File: config.mk
export PLATFORM = sky130hd
export DESIGN_NAME = psf_regs
export DESIGN_NICKNAME = d
export VERILOG_FILES = /design/src/core/psf_pkg.sv /design/src/core/psf_regs.sv
export SDC_FILE = /design/constraint.sdc
export NUM_CORES = 1
export LEC_CHECK = 0
export ABC_AREA = 1
export CAP_MARGIN = 30
export CORE_ASPECT_RATIO = 0.75
export CORE_MARGIN = 2
export CORE_UTILIZATION = 55
export CTS_CLUSTER_DIAMETER = 50
export DETAILED_ROUTE_END_ITERATION = 8
export DONT_BUFFER_PORTS = 1
export PLACE_DENSITY = 0.76
export SLEW_MARGIN = 25
export SYNTH_ARGS = -nofsm -noshare
export SYNTH_HDL_FRONTEND = slang
export SYNTH_SLANG_ARGS = --single-unit
File: constraint.sdc
create_clock -name mclk -period 4.1 [get_ports mclk]
set_clock_uncertainty 0.2 [all_clocks]
set_input_delay 0.205 -clock mclk [delete_from_list [all_inputs] [get_ports mclk]]
set_output_delay 0.205 -clock mclk [all_outputs]
set_load 0.005 [all_outputs]
File: src/core/psf_pkg.sv
// Purpose: Constants and carrier types for the PLL status and feedback register slice
// Assumes: One 50 MHz clock, registers reached through the serial control port's internal access port
// Notes:   Byte-wide registers, byte addresses
package psf_pkg;

  // ------------------------------------------------------------
  // Register map
  // ------------------------------------------------------------
  localparam logic [7:0] PSF_ADDR_STATE    = 8'h44;
  localparam logic [7:0] PSF_ADDR_FB_CTRL  = 8'h45;
  localparam logic [7:0] PSF_ADDR_OUT_PWR  = 8'h46;
  localparam logic [7:0] PSF_ADDR_BOUND0   = 8'h47;
  localparam logic [7:0] PSF_ADDR_BOUND1   = 8'h48;

  // ------------------------------------------------------------
  // Reset values and field positions
  // ------------------------------------------------------------
  localparam logic [7:0] PSF_RST_STATE     = 8'h00;
  localparam logic [7:0] PSF_RST_FB_CTRL   = 8'h00;
  localparam logic [7:0] PSF_RST_OUT_PWR   = 8'h00;
  localparam logic [7:0] PSF_RST_BOUND     = 8'h02;
  localparam int         PSF_BIT_HOLDOVER  = 0;
  localparam int         PSF_BIT_LOCK      = 1;
  localparam int         PSF_BIT_FB_SRC    = 2;
  localparam int         PSF_BIT_FB_ON     = 7;
  localparam int         PSF_NUM_DIFF_OUT  = 4;
  localparam logic [7:0] PSF_MASK_STATE    = 8'h03;
  localparam logic [7:0] PSF_MASK_FB_CTRL  = 8'h84;
  localparam logic [7:0] PSF_MASK_OUT_PWR  = 8'h0f;
  localparam logic [7:0] PSF_RD_UNMAPPED   = 8'h00;

  // ------------------------------------------------------------
  // Timing
  // ------------------------------------------------------------
  localparam int PSF_CLK_PERIOD_NS  = 20;
  localparam int PSF_BOUND_STEP_US  = 10;
  localparam int PSF_BOUND_STEP_CYC = (PSF_BOUND_STEP_US * 1000) / PSF_CLK_PERIOD_NS;
  localparam int PSF_BOUND_CYC_W    = 17;

  // ------------------------------------------------------------
  // Carriers
  // ------------------------------------------------------------
  typedef struct packed {
    logic       wr;
    logic       rd;
    logic [7:0] addr;
    logic [7:0] wdata;
  } psf_reg_req_t;

  typedef struct packed {
    logic auto_mode;
    logic input0_avail;
    logic input1_avail;
    logic input1_first;
  } psf_ref_sel_t;

endpackage

File: src/core/psf_regs.sv
// Purpose: PLL state flags, external feedback control, output power and phase memory bound registers
// Assumes: Register port is synchronous to mclk; PLL status levels arrive from another domain
// Notes:   Read data appears one cycle after the read strobe; reading the state register clears it
module psf_regs
(
  // Clock and reset
  input  wire logic                  mclk,
  input  wire logic                  resetn,
  // Register access port
  input  wire psf_pkg::psf_reg_req_t reg_req,
  output logic [7:0]                 rd_data_r,
  output logic                       rd_valid_r,
  // PLL condition inputs, asynchronous
  input  wire logic                  pll_in_holdover,
  input  wire logic                  pll_locked,
  // Reference choice inputs, same domain
  input  wire psf_pkg::psf_ref_sel_t ref_sel,
  // Controls to the clock path
  output logic                       feedback_source_choice_r,
  output logic                       feedback_path_on_r,
  output logic [3:0]                 diff_out_low_power_r,
  output logic [7:0]                 input0_phase_bound_value_r,
  output logic [7:0]                 input1_phase_bound_value_r,
  output logic [psf_pkg::PSF_BOUND_CYC_W-1:0] input0_bound_cycles_r,
  output logic [psf_pkg::PSF_BOUND_CYC_W-1:0] input1_bound_cycles_r,
  output logic                       holdover_request_r,
  output logic                       selected_ref_r
);

  // ------------------------------------------------------------
  // Synchronisers
  // ------------------------------------------------------------
  logic [1:0] hold_sync_r;
  logic [1:0] lock_sync_r;

  always_ff @(posedge mclk or negedge resetn)
  begin
    if (!resetn)
    begin
      hold_sync_r <= 2'h0;
      lock_sync_r <= 2'h0;
    end
    else
    begin
      hold_sync_r <= {hold_sync_r[0], pll_in_holdover};
      lock_sync_r <= {lock_sync_r[0], pll_locked};
    end
  end

  // ------------------------------------------------------------
  // Decode
  // ------------------------------------------------------------
  logic wr_fb;
  logic wr_pwr;
  logic wr_b0;
  logic wr_b1;
  logic rd_state;

  assign wr_fb    = reg_req.wr && (reg_req.addr == psf_pkg::PSF_ADDR_FB_CTRL);
  assign wr_pwr   = reg_req.wr && (reg_req.addr == psf_pkg::PSF_ADDR_OUT_PWR);
  assign wr_b0    = reg_req.wr && (reg_req.addr == psf_pkg::PSF_ADDR_BOUND0);
  assign wr_b1    = reg_req.wr && (reg_req.addr == psf_pkg::PSF_ADDR_BOUND1);
  assign rd_state = reg_req.rd && (reg_req.addr == psf_pkg::PSF_ADDR_STATE);

  // ------------------------------------------------------------
  // Sticky PLL state flags
  // ------------------------------------------------------------
  // No mask path feeds these; a new event in the clearing read cycle wins
  logic [7:0] state_r;
  logic [7:0] state_nxt;
  logic [7:0] state_ev;

  always_comb
  begin
    state_ev                            = 8'h00;
    state_ev[psf_pkg::PSF_BIT_HOLDOVER] = hold_sync_r[1];
    state_ev[psf_pkg::PSF_BIT_LOCK]     = lock_sync_r[1];
    state_nxt = (state_ev | (rd_state ? 8'h00 : state_r)) & psf_pkg::PSF_MASK_STATE;
  end

  always_ff @(posedge mclk or negedge resetn)
  begin
    if (!resetn)
      state_r <= psf_pkg::PSF_RST_STATE;
    else
      state_r <= state_nxt;
  end

  // ------------------------------------------------------------
  // Feedback control
  // ------------------------------------------------------------
  logic [7:0] fb_ctrl_r;

  always_ff @(posedge mclk or negedge resetn)
  begin
    if (!resetn)
      fb_ctrl_r <= psf_pkg::PSF_RST_FB_CTRL;
    else if (wr_fb)
      fb_ctrl_r <= reg_req.wdata & psf_pkg::PSF_MASK_FB_CTRL;
  end

  // Source choice follows its register bit whether the path is on or off
  always_ff @(posedge mclk or negedge resetn)
  begin
    if (!resetn)
    begin
      feedback_source_choice_r <= 1'b0;
      feedback_path_on_r       <= 1'b0;
    end
    else
    begin
      feedback_source_choice_r <= fb_ctrl_r[psf_pkg::PSF_BIT_FB_SRC];
      feedback_path_on_r       <= fb_ctrl_r[psf_pkg::PSF_BIT_FB_ON];
    end
  end

  // ------------------------------------------------------------
  // Output power
  // ------------------------------------------------------------
  logic [7:0] out_pwr_r;

  always_ff @(posedge mclk or negedge resetn)
  begin
    if (!resetn)
      out_pwr_r <= psf_pkg::PSF_RST_OUT_PWR;
    else if (wr_pwr)
      out_pwr_r <= reg_req.wdata & psf_pkg::PSF_MASK_OUT_PWR;
  end

  generate
    for (genvar gi = 0; gi < psf_pkg::PSF_NUM_DIFF_OUT; gi++)
    begin : g_pwr
      always_ff @(posedge mclk or negedge resetn)
      begin
        if (!resetn)
          diff_out_low_power_r[gi] <= 1'b0;
        else
          diff_out_low_power_r[gi] <= out_pwr_r[gi];
      end
    end
  endgenerate

  // ------------------------------------------------------------
  // Phase memory bounds
  // ------------------------------------------------------------
  // Software must keep each bound at least one reference period; not checked here
  localparam logic [psf_pkg::PSF_BOUND_CYC_W-1:0] STEP_CYC = psf_pkg::PSF_BOUND_CYC_W'(psf_pkg::PSF_BOUND_STEP_CYC);

  always_ff @(posedge mclk or negedge resetn)
  begin
    if (!resetn)
    begin
      input0_phase_bound_value_r <= psf_pkg::PSF_RST_BOUND;
      input1_phase_bound_value_r <= psf_pkg::PSF_RST_BOUND;
    end
    else
    begin
      if (wr_b0)
        input0_phase_bound_value_r <= reg_req.wdata;
      if (wr_b1)
        input1_phase_bound_value_r <= reg_req.wdata;
    end
  end

  // Step count in mclk cycles; lags the register by one cycle
  always_ff @(posedge mclk or negedge resetn)
  begin
    if (!resetn)
    begin
      input0_bound_cycles_r <= '0;
      input1_bound_cycles_r <= '0;
    end
    else
    begin
      input0_bound_cycles_r <= psf_pkg::PSF_BOUND_CYC_W'(input0_phase_bound_value_r * STEP_CYC);
      input1_bound_cycles_r <= psf_pkg::PSF_BOUND_CYC_W'(input1_phase_bound_value_r * STEP_CYC);
    end
  end

  // ------------------------------------------------------------
  // Automatic reference choice
  // ------------------------------------------------------------
  logic sel_nxt;

  always_comb
  begin
    if (ref_sel.input0_avail && ref_sel.input1_avail)
      sel_nxt = ref_sel.input1_first;
    else if (ref_sel.input1_avail)
      sel_nxt = 1'b1;
    else if (ref_sel.input0_avail)
      sel_nxt = 1'b0;
    else
      sel_nxt = selected_ref_r;
  end

  always_ff @(posedge mclk or negedge resetn)
  begin
    if (!resetn)
    begin
      holdover_request_r <= 1'b0;
      selected_ref_r     <= 1'b0;
    end
    else if (ref_sel.auto_mode)
    begin
      holdover_request_r <= !ref_sel.input0_avail && !ref_sel.input1_avail;
      selected_ref_r     <= sel_nxt;
    end
    else
      holdover_request_r <= 1'b0;
  end

  // ------------------------------------------------------------
  // Read path
  // ------------------------------------------------------------
  logic [7:0] rd_mux;

  always_comb
  begin
    case (reg_req.addr)
      psf_pkg::PSF_ADDR_STATE:   rd_mux = state_r;
      psf_pkg::PSF_ADDR_FB_CTRL: rd_mux = fb_ctrl_r;
      psf_pkg::PSF_ADDR_OUT_PWR: rd_mux = out_pwr_r;
      psf_pkg::PSF_ADDR_BOUND0:  rd_mux = input0_phase_bound_value_r;
      psf_pkg::PSF_ADDR_BOUND1:  rd_mux = input1_phase_bound_value_r;
      default:                   rd_mux = psf_pkg::PSF_RD_UNMAPPED;
    endcase
  end

  always_ff @(posedge mclk or negedge resetn)
  begin
    if (!resetn)
    begin
      rd_data_r  <= 8'h00;
      rd_valid_r <= 1'b0;
    end
    else
    begin
      rd_valid_r <= reg_req.rd;
      if (reg_req.rd)
        rd_data_r <= rd_mux;
    end
  end

endmodule

==> metrics.txt <==
status=finished clean; Antenna Nets Post-Route=0; Area Overhead vs Synth=14.9%; post-DR wirelength/cell=15.2 um; Worst setup EP type=flip-flop; routability cong.=0.946; cell breakdown of the critical path=fa_2, xor2_2, ha_1, inv_1, fa_1, fa_1, inv_1, ha_4, nand2_1, nor2_1, nand3_1, nand3_1, xor2_1; sequential cell area=1880 um^2; worst setup margin=119 ps; Design Area, Final=6340 um^2; grt ovf=0; prevailing post-synth register cell=dfrtp_1; post-synthesis sequential area ratio=34.1%; Logic pwr share=59.8%; vias in the first global route=4079; most common cell after layout, fill and taps aside=nand2_1; TritonCTS clock tree=done; CP max stage delay=600 ps; sw power=2.02 mW; most frequent cells in the layout=121 x nand2_1, 105 x inv_1, 74 x ha_1, 71 x dfrtp_1, 41 x fa_1; Cell Pwr Density=716 nW/um^2; CTS Buffer Depth=2; EDFF count, synth=0; die area=10900 um^2; clk_lat worst skew=340 ps; Clock Power Share=17.8%; DR vias=4051; WP data arrival=4030 ps; # port buffers=0; synthesized cell area=5510 um^2; CTS Sinks=75; FILL cells=762; crit share post-route=97.1%; initial antenna violation count=0; Vias/cell=5.32; Power, Total=4.54 mW; Worst Hold Class=input port to flip-flop; P_int=2.51 mW; Crit Path Max Fanout=4; Yosys warnings=0; Num CTS Buffers=9; WHS=61.7 ps; Max Fclk=251 MHz; switch share=44.6%; Starting Density=56.9%; Total GRT Usage=22.9%; Max VDD drop=0.000669 V; Unique masters post-synth=31; total routed wirelength=11600 um; CP max stage cell=dfstp_2; syn_area_per_cell=9.49 um^2; share of layout cells above drive strength 1=9.86%; CP Class=flip-flop to flip-flop; final hold viol count=0; post-detail-place hpwl=8900 um; #FFs+latches synth=75; multi-input logic area=3240 um^2; CP Launch Type=flip-flop; Core Area=9700 um^2; Initial DRC Count=203; P_leak=3.34 nW; Nets=770; Top Ports=93; DR DRC count=0; Reg power frac=22.4%; Crit path required time=4150 ps; final setup vio count=0; H-tree lvl count=3; dpl cells=720; Post-DP Area=5720 um^2; global-route wire length before repair=19500 um; Finished Layout Cells=761; Std-Cell Rows=31; Clock transition at path regs=60 ps; DIE HEIGHT=90.7 um; Post-synth ARST share=100%; CTS Root Buffer Type=clkbuf_16; ant diodes=0; Synth Instances=581; Slew Limit Fails=0; die width=120 um; max cap viols=0; largest net degree at the start of global routing=76; final worst path period need=3980 ps; pre-CTS WS=37.2 ps; First-pass DRT Iterations=5
## power by group through the flow
stage | logic [mW] | registers [mW] | clock network (mW)
6_report | 2.71 | 1.02 | 0.807
5_1_grt | 3.10 | 1.03 | 0.860
4_1_cts | 2.55 | 1.02 | 0.824
3_5_place_dp | 2.48 | 1.03 | 0
3_3_place_gp | 2.38 | 1.03 | 0
2_1_floorplan | 1.96 | 1.02 | 0
## worst paths after layout
check / cells after the start / to / slack, ps / from
worst max-delay path: 13 / input1_bound_cycles_r[16] / 120 / input1_phase_bound_value_r[1]
worst min-delay path: 5 / fb_ctrl_r[7] / 60 / reg_req[8]
worst max register to register: 13 / input1_bound_cycles_r[16] / 120 / input1_phase_bound_value_r[1]
worst min register to register: 0 / lock_sync_r[1] / 160 / lock_sync_r[0]
max in group asynchronous: 2 / input1_phase_bound_value_r[1] / 3120 / resetn
min in group asynchronous: 2 / input0_bound_cycles_r[12] / 200 / resetn
## Yosys cell counts (2+ instances only)
library cell | number | area, um^2
a21oi_1 | 16 | 80.1
nand2_1 | 121 | 454
inv_1 | 105 | 394
nor2_4 | 4 | 45.0
nor2_1 | 24 | 90.1
a21o_1 | 2 | 15.0
o21ai_0 | 27 | 135
xor2_1 | 16 | 140
buf_6 | 2 | 22.5
ha_1 | 78 | 976
nor2_2 | 2 | 12.5
fa_1 | 42 | 841
xnor2_1 | 6 | 52.6
o22ai_1 | 3 | 18.8
clkinv_1 | 2 | 7.51
nand3_1 | 29 | 145
dfstp_2 | 2 | 52.6
nand2_4 | 2 | 22.5
nand4_1 | 3 | 18.8
nand2_2 | 4 | 25.0
buf_4 | 5 | 37.5
o21ai_2 | 2 | 17.5
o21bai_1 | 4 | 30.0
dfrtp_1 | 73 | 1830
## metal layers
metal	GRT usage [%]	part of all wire, %	vias to the layer above
li1	-	-	1898
met1	29.4	42	1995
met2	37.5	50	143
met3	7.70	7.4	15
met4	5.29	1.2	0
met5	0	0	-
## area by class of cell
cell class | count | area share, %
multi-input combinational | 394 | 51.2
sequential | 75 | 29.7
inverter | 107 | 6.34
timing repair buffer | 37 | 5.41
clock buffer | 10 | 3.61
tap | 132 | 2.61
clock inverter | 6 | 1.18
## cells by family (layout without fill, tap and decap cells)
family	after synthesis	in the layout	share of synthesized area (%)
and+or+nand+nor	191	191	15.2
AOI/OAI and AO/OA	57	57	5.72
adders and majority gates	120	120	32.9
DFF	75	75	34.1
other	1	4	0.0680
xor gates and xnor gates	22	22	3.49
buffers and inverters	115	160	8.44
## sequential cells by signal (all words and copies together), names as in the netlist
signal / flops
rd_valid_r: 1
feedback_path_on_r: 1
input0_bound_cycles_r: 15
hold_sync_r: 2
input1_bound_cycles_r: 15
state_r: 2
out_pwr_r: 4
holdover_request_r: 1
selected_ref_r: 1
input1_phase_bound_value_r: 8
diff_out_low_power_r: 4
fb_ctrl_r: 2
rd_data_r: 8
feedback_source_choice_r: 1
lock_sync_r: 2
input0_phase_bound_value_r: 8
## stage by stage
step | utilization, % | setup TNS [ps]
floorplan | - | 0
global placement | 59.0 | 0
detailed placement | 59.0 | 0
CTS | 64.2 | 0
global route | 65.4 | -75.9
finish | 65.4 | 0
## worst max-delay path: cells and delay by family (launching register included)
family / cells / cell delay, ps
and+or+nand+nor: 4 / 550
buffers and inverters: 2 / 120
adders and majority gates: 5 / 2080
xor gates and xnor gates: 2 / 360
DFF: 1 / 600
## timing repair
item                                    4_1_cts  5_1_grt
setup buffers                                 0        6
resized for setup                             0       12
hold buffers                                 19        0
endpoints found under the hold margin       110        0
endpoints found under the setup margin        0       12
(Power assumes the default switching activity.)
